<file path="src/include/ccd_pkg.sv">
// Package for the chop and current-detect configuration bank.
// Assumes a 16-bit register port with one-cycle read latency.
package ccd_pkg;

  localparam int          ADDR_W          = 8;
  localparam int          DATA_W          = 16;
  localparam int          NUM_CH          = 8;
  localparam int          SAMPLE_W        = 24;

  // Register offsets
  localparam logic [7:0]  OFF_GLOBAL_CFG  = 8'h06;
  localparam logic [7:0]  OFF_LIMIT_UPPER = 8'h07;
  localparam logic [7:0]  OFF_LIMIT_LOWER = 8'h08;
  localparam logic [7:0]  OFF_CTRL        = 8'h20;
  localparam logic [7:0]  OFF_IRQ_STATUS  = 8'h21;
  localparam logic [7:0]  OFF_IRQ_MASK    = 8'h22;
  localparam logic [7:0]  OFF_STATUS      = 8'h23;

  // Reset values
  localparam logic [15:0] RST_GLOBAL_CFG  = 16'h0600;
  localparam logic [15:0] RST_LIMIT_UPPER = 16'h0000;
  localparam logic [15:0] RST_LIMIT_LOWER = 16'h0000;
  localparam logic [7:0]  RST_DC_OFF      = 8'h00;
  localparam logic [1:0]  RST_IRQ         = 2'h0;

  // Global configuration field positions
  localparam int          POS_RSVD_HI     = 13;
  localparam int          POS_SETTLE      = 9;
  localparam int          POS_CHOP_ON     = 8;
  localparam int          POS_CH_RULE     = 7;
  localparam int          POS_HIT_COUNT   = 4;
  localparam int          POS_WINDOW      = 1;
  localparam int          POS_DETECT_ON   = 0;

  // Lower limit register field positions
  localparam int          POS_LIMIT_LOW   = 8;
  localparam int          POS_DC_SETTING  = 0;
  localparam logic [15:0] MASK_LIMIT_LOWER = 16'hFF0F;

  // Interrupt status bits
  localparam int          IRQ_DETECT      = 0;
  localparam int          IRQ_WINDOW_DONE = 1;

  localparam logic [17:0] SETTLE_CNT_W0   = 18'h00000;
  localparam logic [11:0] WIN_CNT_W0      = 12'h000;
  localparam logic [7:0]  HIT_CNT_W0      = 8'h00;

  typedef enum logic [1:0]
  {
    CCD_IDLE   = 2'b00,
    CCD_SETTLE = 2'b01,
    CCD_WINDOW = 2'b10
  } ccd_state_t;

  // Window length in conversion periods per code
  function automatic logic [11:0] ccd_window_len(input logic [2:0] code);
    logic [11:0] len;
    len = 12'h080;
    unique case (code)
      3'h0: len = 12'h080;
      3'h1: len = 12'h100;
      3'h2: len = 12'h200;
      3'h3: len = 12'h300;
      3'h4: len = 12'h500;
      3'h5: len = 12'h700;
      3'h6: len = 12'hA00;
      3'h7: len = 12'hE00;
    endcase
    return len;
  endfunction : ccd_window_len

endpackage : ccd_pkg

</file>
<file path="src/hdl/ccd_config_bank.sv">
// Chop settle and current-detect configuration bank with detector.
// Assumes sys_clk is the modulator clock and samples arrive synchronously.
`timescale 1ns/100ps

// Function
// - The global configuration register sits at 06h and resets to 0600h.
// - Bit 8 turns global chopping on, resets clear, and uses the settle delay.
// - The settle field code n waits 2^(n+1) modulator periods, reset code 3.
// - Bit 7 selects any-channel (0) or all-channel (1) detection, reset clear.
// - The hit count field code n needs 2^n exceedances, reset code 0.
// - The window field selects 128 to 3584 conversion periods, reset 128.
// - Bit 0 enables current-detect mode, reset clear.
// - Threshold bits 23:8 live at 07h, read/write, reset zero.
// - Threshold bits 7:0 live in bits 15:8 at 08h, read/write, reset zero.
// - Bits 7:4 at 08h always read zero.
// - Bits 3:0 at 08h hold the shared DC-removal setting, reset zero.
// - A channel with its disable bit set has DC removal off, else follows the shared setting.
module ccd_config_bank
  import ccd_pkg::*;
(
  input  wire logic                       sys_clk,
  input  wire logic                       rst_n,
  input  wire logic [ADDR_W-1:0]          regAddr,
  input  wire logic [DATA_W-1:0]          regWrData,
  input  wire logic                       regWrite,
  input  wire logic                       regRead,
  output logic      [DATA_W-1:0]          regRdData,
  input  wire logic                       convValid,
  input  wire logic [NUM_CH*SAMPLE_W-1:0] convData,
  output logic                            chopOn,
  output logic                            measureGo,
  output logic      [NUM_CH*4-1:0]        chDcSetting,
  output logic      [NUM_CH-1:0]          chDcActive,
  output logic                            detectFlag,
  output logic                            irq
);

  logic [15:0]        globalConfig;
  logic [15:0]        limitUpper;
  logic [7:0]         limitLow;
  logic [3:0]         dcSetting;
  logic [NUM_CH-1:0]  chDcOff;
  logic [1:0]         irqStatus;
  logic [1:0]         irqMask;
  ccd_state_t         state;
  logic [17:0]        settleCnt;
  logic [11:0]        winCnt;
  logic [7:0]         hitCnt;
  logic               detectPulse;
  logic               windowDone;
  logic               restartReq;

  logic               chopEn;
  logic [3:0]         settleCode;
  logic               chRule;
  logic [2:0]         hitCode;
  logic [2:0]         winCode;
  logic               detectOn;
  logic signed [23:0] limit;
  logic [17:0]        settleLen;
  logic [11:0]        winLen;
  logic [7:0]         hitNeed;
  logic [NUM_CH-1:0]  chOver;
  logic               sampleHit;
  logic [7:0]         next_hitCnt;

  function automatic logic wr_hit(input logic [7:0] a, input logic [7:0] off, input logic w);
    return w && (a == off);
  endfunction : wr_hit

  assign chopEn     = globalConfig[POS_CHOP_ON];
  assign settleCode = globalConfig[POS_SETTLE +: 4];
  assign chRule     = globalConfig[POS_CH_RULE];
  assign hitCode    = globalConfig[POS_HIT_COUNT +: 3];
  assign winCode    = globalConfig[POS_WINDOW +: 3];
  assign detectOn   = globalConfig[POS_DETECT_ON];
  assign limit      = {limitUpper, limitLow};
  assign settleLen  = 18'(18'h00002 << settleCode);
  assign winLen     = ccd_window_len(winCode);
  assign hitNeed    = 8'(8'h01 << hitCode);
  assign restartReq = wr_hit(regAddr, OFF_GLOBAL_CFG, regWrite);

  // Global configuration, all sixteen bits stored
  always_ff @(posedge sys_clk)
  begin
    if (!rst_n)
      globalConfig <= RST_GLOBAL_CFG;
    else if (restartReq)
      globalConfig <= regWrData;
  end

  always_ff @(posedge sys_clk)
  begin
    if (!rst_n)
      limitUpper <= RST_LIMIT_UPPER;
    else if (wr_hit(regAddr, OFF_LIMIT_UPPER, regWrite))
      limitUpper <= regWrData;
  end

  always_ff @(posedge sys_clk)
  begin
    if (!rst_n)
    begin
      limitLow  <= RST_LIMIT_LOWER[15:8];
      dcSetting <= RST_LIMIT_LOWER[3:0];
    end
    else if (wr_hit(regAddr, OFF_LIMIT_LOWER, regWrite))
    begin
      limitLow  <= regWrData[POS_LIMIT_LOW +: 8];
      dcSetting <= regWrData[POS_DC_SETTING +: 4];
    end
  end

  // Per-channel DC-removal disable bits
  always_ff @(posedge sys_clk)
  begin
    if (!rst_n)
      chDcOff <= RST_DC_OFF;
    else if (wr_hit(regAddr, OFF_CTRL, regWrite))
      chDcOff <= regWrData[NUM_CH-1:0];
  end

  genvar gi;
  generate
    for (gi = 0; gi < NUM_CH; gi++)
    begin : g_ch
      assign chDcActive[gi]          = !chDcOff[gi] && (dcSetting != 4'h0);
      assign chDcSetting[gi*4 +: 4]  = chDcOff[gi] ? 4'h0 : dcSetting;
      assign chOver[gi] = $signed(convData[gi*SAMPLE_W +: SAMPLE_W]) > limit;
    end
  endgenerate

  assign sampleHit = chRule ? (&chOver) : (|chOver);

  // Sequencer: chop settle then detect window
  always_ff @(posedge sys_clk)
  begin
    if (!rst_n)
    begin
      state     <= CCD_IDLE;
      settleCnt <= SETTLE_CNT_W0;
      winCnt    <= WIN_CNT_W0;
    end
    else if (restartReq)
    begin
      state     <= CCD_IDLE;
      settleCnt <= SETTLE_CNT_W0;
      winCnt    <= WIN_CNT_W0;
    end
    else
    begin
      unique case (state)
        CCD_IDLE:
        begin
          settleCnt <= SETTLE_CNT_W0;
          winCnt    <= WIN_CNT_W0;
          if (chopEn)
            state <= CCD_SETTLE;
          else if (detectOn)
            state <= CCD_WINDOW;
        end
        CCD_SETTLE:
        begin
          if (settleCnt == settleLen - 18'h00001)
          begin
            settleCnt <= SETTLE_CNT_W0;
            state     <= detectOn ? CCD_WINDOW : CCD_IDLE;
          end
          else
            settleCnt <= settleCnt + 18'h00001;
        end
        CCD_WINDOW:
        begin
          if (convValid)
          begin
            if (winCnt == winLen - 12'h001)
            begin
              winCnt <= WIN_CNT_W0;
              state  <= CCD_IDLE;
            end
            else
              winCnt <= winCnt + 12'h001;
          end
        end
        default:
          state <= CCD_IDLE;
      endcase
    end
  end

  assign measureGo  = (state == CCD_SETTLE) && (settleCnt == settleLen - 18'h00001);
  assign windowDone = (state == CCD_WINDOW) && convValid && (winCnt == winLen - 12'h001);
  assign chopOn     = chopEn;

  always_comb
  begin
    next_hitCnt = hitCnt;
    if (hitCnt != hitNeed)
      next_hitCnt = hitCnt + 8'h01;
  end

  // Exceedance counter, cleared at each window start
  always_ff @(posedge sys_clk)
  begin
    if (!rst_n || restartReq)
      hitCnt <= HIT_CNT_W0;
    else if (state != CCD_WINDOW)
      hitCnt <= HIT_CNT_W0;
    else if (convValid && sampleHit)
      hitCnt <= next_hitCnt;
  end

  assign detectPulse = (state == CCD_WINDOW) && convValid && sampleHit &&
                       (next_hitCnt == hitNeed) && (hitCnt != hitNeed);

  always_ff @(posedge sys_clk)
  begin
    if (!rst_n)
      detectFlag <= 1'b0;
    else if (restartReq)
      detectFlag <= 1'b0;
    else if (detectPulse)
      detectFlag <= 1'b1;
  end

  // Sticky events: a set in the clearing cycle wins
  always_ff @(posedge sys_clk)
  begin
    if (!rst_n)
      irqStatus <= RST_IRQ;
    else
    begin
      if (wr_hit(regAddr, OFF_IRQ_STATUS, regWrite))
        irqStatus <= irqStatus & ~regWrData[1:0] | {windowDone, detectPulse};
      else
        irqStatus <= irqStatus | {windowDone, detectPulse};
    end
  end

  always_ff @(posedge sys_clk)
  begin
    if (!rst_n)
      irqMask <= RST_IRQ;
    else if (wr_hit(regAddr, OFF_IRQ_MASK, regWrite))
      irqMask <= regWrData[1:0];
  end

  assign irq = |(irqStatus & irqMask);

  // Read data one cycle after the strobe, zero otherwise
  always_ff @(posedge sys_clk)
  begin
    if (!rst_n)
      regRdData <= 16'h0000;
    else if (regRead)
    begin
      unique case (regAddr)
        OFF_GLOBAL_CFG:  regRdData <= globalConfig;
        OFF_LIMIT_UPPER: regRdData <= limitUpper;
        OFF_LIMIT_LOWER: regRdData <= {limitLow, 4'h0, dcSetting} & MASK_LIMIT_LOWER;
        OFF_CTRL:        regRdData <= {8'h00, chDcOff};
        OFF_IRQ_STATUS:  regRdData <= {14'h0000, irqStatus};
        OFF_IRQ_MASK:    regRdData <= {14'h0000, irqMask};
        OFF_STATUS:      regRdData <= {hitCnt, 5'h00, detectFlag, state};
        default:         regRdData <= 16'h0000;
      endcase
    end
    else
      regRdData <= 16'h0000;
  end

endmodule : ccd_config_bank

</file>
<file path="config.mk">
export PLATFORM = sky130hd
export DESIGN_NAME = ccd_config_bank
export DESIGN_NICKNAME = d
export VERILOG_FILES = /design/src/include/ccd_pkg.sv /design/src/hdl/ccd_config_bank.sv
export SDC_FILE = /design/constraint.sdc
export NUM_CORES = 1
export LEC_CHECK = 0
export BUFFER_PORTS_ARGS = -buffer_cell sky130_fd_sc_hd__buf_2
export CORE_MARGIN = 4
export CORE_UTILIZATION = 50
export CTS_CLUSTER_SIZE = 14
export DETAILED_ROUTE_END_ITERATION = 6
export PLACE_DENSITY = 0.77
export SYNTH_ARGS = -nofsm -noshare
export SYNTH_HDL_FRONTEND = slang
export SYNTH_SLANG_ARGS = --single-unit
</file>
<file path="constraint.sdc">
create_clock -name sys_clk -period 2.9 [get_ports sys_clk]
set_input_delay 0.58 -clock sys_clk [delete_from_list [all_inputs] [get_ports sys_clk]]
set_output_delay 0.58 -clock sys_clk [all_outputs]
set_load 0.01 [all_outputs]
</file>
==> results by group <==
STA
  • Final worst-path cycle share: 123.9%
  • Minimum clock period: approximately 3600 ps
  • Worst clock skew: between 10 and 15 ps
  • Fin. Hold Viols: 0
  • Achievable frequency: about 0.28 GHz
  • RSZ-0062 raised after global routing: yes
  • Slew at the pin with the worst max-slew slack: between 600 and 700 ps
  • Min Hold Slack: between 400 and 500 ps
  • Max-slew violations: 0
  • Final setup violation count: 30
  • Worst setup margin: -693.8 ps
  • Max_slew headroom: 59.24%

Global route
  • First-pass GRT wire length: ~60000 um
  • Global route hottest layer: met2
  • Vias in the first global route: around 12000
  • Initial antenna violation count: 7
  • Global Route Usage Sum: a little under a third
  • Met1 usage: a little over a third
  • GR Overflow Total: 0
  • Met3 Track Usage GR: 5.484%
  • Largest net degree at the start of global routing: 34
  • GR Util met2: 52.56%

Synthesis
  • Mapped cell area: between 10000 and 15000 sq um
  • Post-synthesis sequential area ratio: ~22%
  • Synthesized area per cell: 7.928 sq um
  • Synth Flop Type: dfxtp_1
  • EDFF count, synth: 0
  • Post-Synthesis Cells: between 1000 and 1500
  • Synthesis warning total: 0
  • #FFs+latches synth: roughly 120
  • Syn_nets: 1775
  • Synth cell types: between 60 and 70
  • Ys async rst share: 0%

Clocking
  • CTS Buf Count: 17
  • Sink Count: approximately 120
  • Hold-fix buffers, CTS: 0
  • CTS tree: built
  • Clk buf depth: 2
  • Clock-pin slew on the worst setup and hold paths: ~50 ps
  • Root buf cell: clkbuf_16
  • H-tree levels: 4
  • Clock Latency Late Sink: between 400 and 500 ps

Outcome
  • Failing checks: setup timing
  • Status: complete, but fails checks

Run
  • Max-cap viol count: 0

Detailed routing
  • Initial DRC Count: 855
  • Average wire per cell in the routed design: 18.82 um
  • Drt total wl: between 30000 and 40000 um
  • Drt pass-1 iters: 5
  • Routed vias: 11886
  • Drt drc: 0
  • Vias per std cell: 5.878
  • Antenna Nets Post-Route: 0

Critical path
  • RR Endpoint: state[1]
  • Worst reg2reg startpoint: globalConfig[10]
  • R2R cell count: 13
  • Reg-to-reg setup timing slack: -430 ps
  • CP Max Fanout: 8
  • CP arrival: 3010 ps
  • Setup crit start kind: flop
  • Critical Path Sink Type: output pin
  • Setup CP Type: reg -> out
  • CP Data Required Time: 2320 ps

Power and ir drop
  • VDD IR-drop max: approximately 0.26 mV
  • Lkg Pwr: between 6 and 7 nW
  • PD cells: between 300 and 400 nW/um^2
  • Total power: about 4.4 mW

Cells and area
  • Layout area overhead: 32.07%
  • Commonest non-fill, non-tap cell in the layout: buf_2
  • Final std cells w/o fill: between 2000 and 2500
  • Most frequent cells in the layout: buf_2, ha_1, nand2_1
  • Final non-filler cell area: 14210 sq um
  • Share of cells above drive strength 1: 30.50%
  • Nets: about 2200

Place
  • # placed instances: just under 2000
  • Post-Place Cell Area: between 10000 and 15000 sq um
  • DP Wirelength: 30420 um
  • Port Buf Inserts: 280
  • Routability Congestion: 0.9541
  • Place WS: -677.4 ps

Hold path
  • Worst Hold Class: in -> reg
  • Hold-critical path depth: 3
  • Hold path start: regWrData[10]
  • Hold Crit Endpoint: globalConfig[10]

Floorplanning
  • Core ar.: ~21000 sq um
  • Die H: around 150 um
  • Die Footprint: around 24000 sq um
  • Starting Density: between 50% and 60%
  • IO Pins: 281
  • DIE WIDTH: approximately 150 um
  • Row count: 53
## report_power, final
group / switching, mW / internal [mW] / total, mW
clock: 0.765 / 1.33 / 2.10
sequential: 0.00140 / 1.62 / 1.62
combinational: 0.340 / 0.327 / 0.667
total: 1.11 / 3.28 / 4.39
## layer usage
layer | vias to the layer above | part of all wire, %
met5 | - | 0.13
met4 | 8 | 5.1
met3 | 126 | 7.6
met2 | 552 | 47
met1 | 5472 | 40
li1 | 5728 | -
## through the flow
step / setup TNS [ps] / utilization, %
floorplan: -573.5 / -
global placement: -8416 / 62.82
detailed placement: -9634 / 62.82
CTS: -7739 / 66.29
global route: -12750 / 67.37
finish: -8605 / 67.37
## state kept, by name, indices dropped and copies added (netlist names), 8 cells and up
signal,cells
settleCnt,18
limitLow,8
limitUpper,16
globalConfig,16
winCnt,12
chDcOff,8
hitCnt,8
regRdData,16
## cell type report
cell class | instances | area (sq um)
clock inverters | 10 | 123.9
multi-input cells | 1135 | 8240
diodes | 3 | 7.507
flip-flops and latches | 118 | 2367
clock buffers | 21 | 470.5
well taps | 275 | 344.1
inverters | 45 | 176.4
fillers | 1709 | 6880
repair buffers | 415 | 2477
## logic make-up after synthesis
family,share of synthesized area [%]
AO/OA/AOI/OAI,19.24
XOR/XNOR,2.442
adder cells (fa/ha/maj),22.91
buffers and inverters,3.873
flip-flops,21.96
multiplexers,4.478
AND/OR/NAND/NOR,25.10
## cell usage after synthesis, drive strengths merged (4+ instances only)
cell,number,area share (%)
inv,45,1.6
and3,21,1.2
a22oi,10,0.70
or3b,13,1.1
clkbuf,48,1.7
o21ai,65,3.0
ha,197,23
nor3,13,0.60
xnor2,16,1.3
and4,4,0.33
nand3,39,1.8
nand2,183,6.4
xor2,14,1.1
nor4b,4,0.33
or2,4,0.23
nor3b,7,0.49
mux2i,20,1.9
nand2b,16,0.93
and2,8,0.47
a31oi,7,0.41
mux2,23,2.4
o211ai,15,1.0
buf,11,0.63
a21o,12,0.84
a222oi,10,0.93
o21a,6,0.42
nand4,45,2.6
dfxtp,118,22
a21boi,53,3.7
nor2,86,3.0
a211oi,5,0.35
o21bai,4,0.28
nor4,18,1.0
nor2b,54,3.1
nand3b,5,0.35
a21oi,116,5.4
or3,8,0.51
## timing repair
| item | in CTS | in global routing |
|---|---|---|
| resized for setup | 29 | 45 |
| buffers inserted | 6 | 8 |
| endpoints found under the setup margin | 30 | 31 |
| pin swaps | 18 | 24 |
## worst max path at each step
stage                                 from  depth (start not counted)           end
after floorplan           globalConfig[11]                         12      state[1]
after global placement       convData[143]                         11     hitCnt[0]
after detailed placement     convData[143]                         12  irqStatus[0]
after CTS                 globalConfig[10]                         10     measureGo
after global routing      globalConfig[10]                         11     measureGo
final                     globalConfig[10]                         11     measureGo
## critical path, stage by stage, from the launching register on
cell and delay [ps]:
dfxtp_2 320, or3_4 380, or2_4 250, ha_4 210, buf_6 140, a32o_2 230
a21oi_2 140, xor2_1 160, nand4_1 110, or3_4 400, nor2b_1 110, buf_2 130
Note: power is estimated with default switching activity, not from simulation.
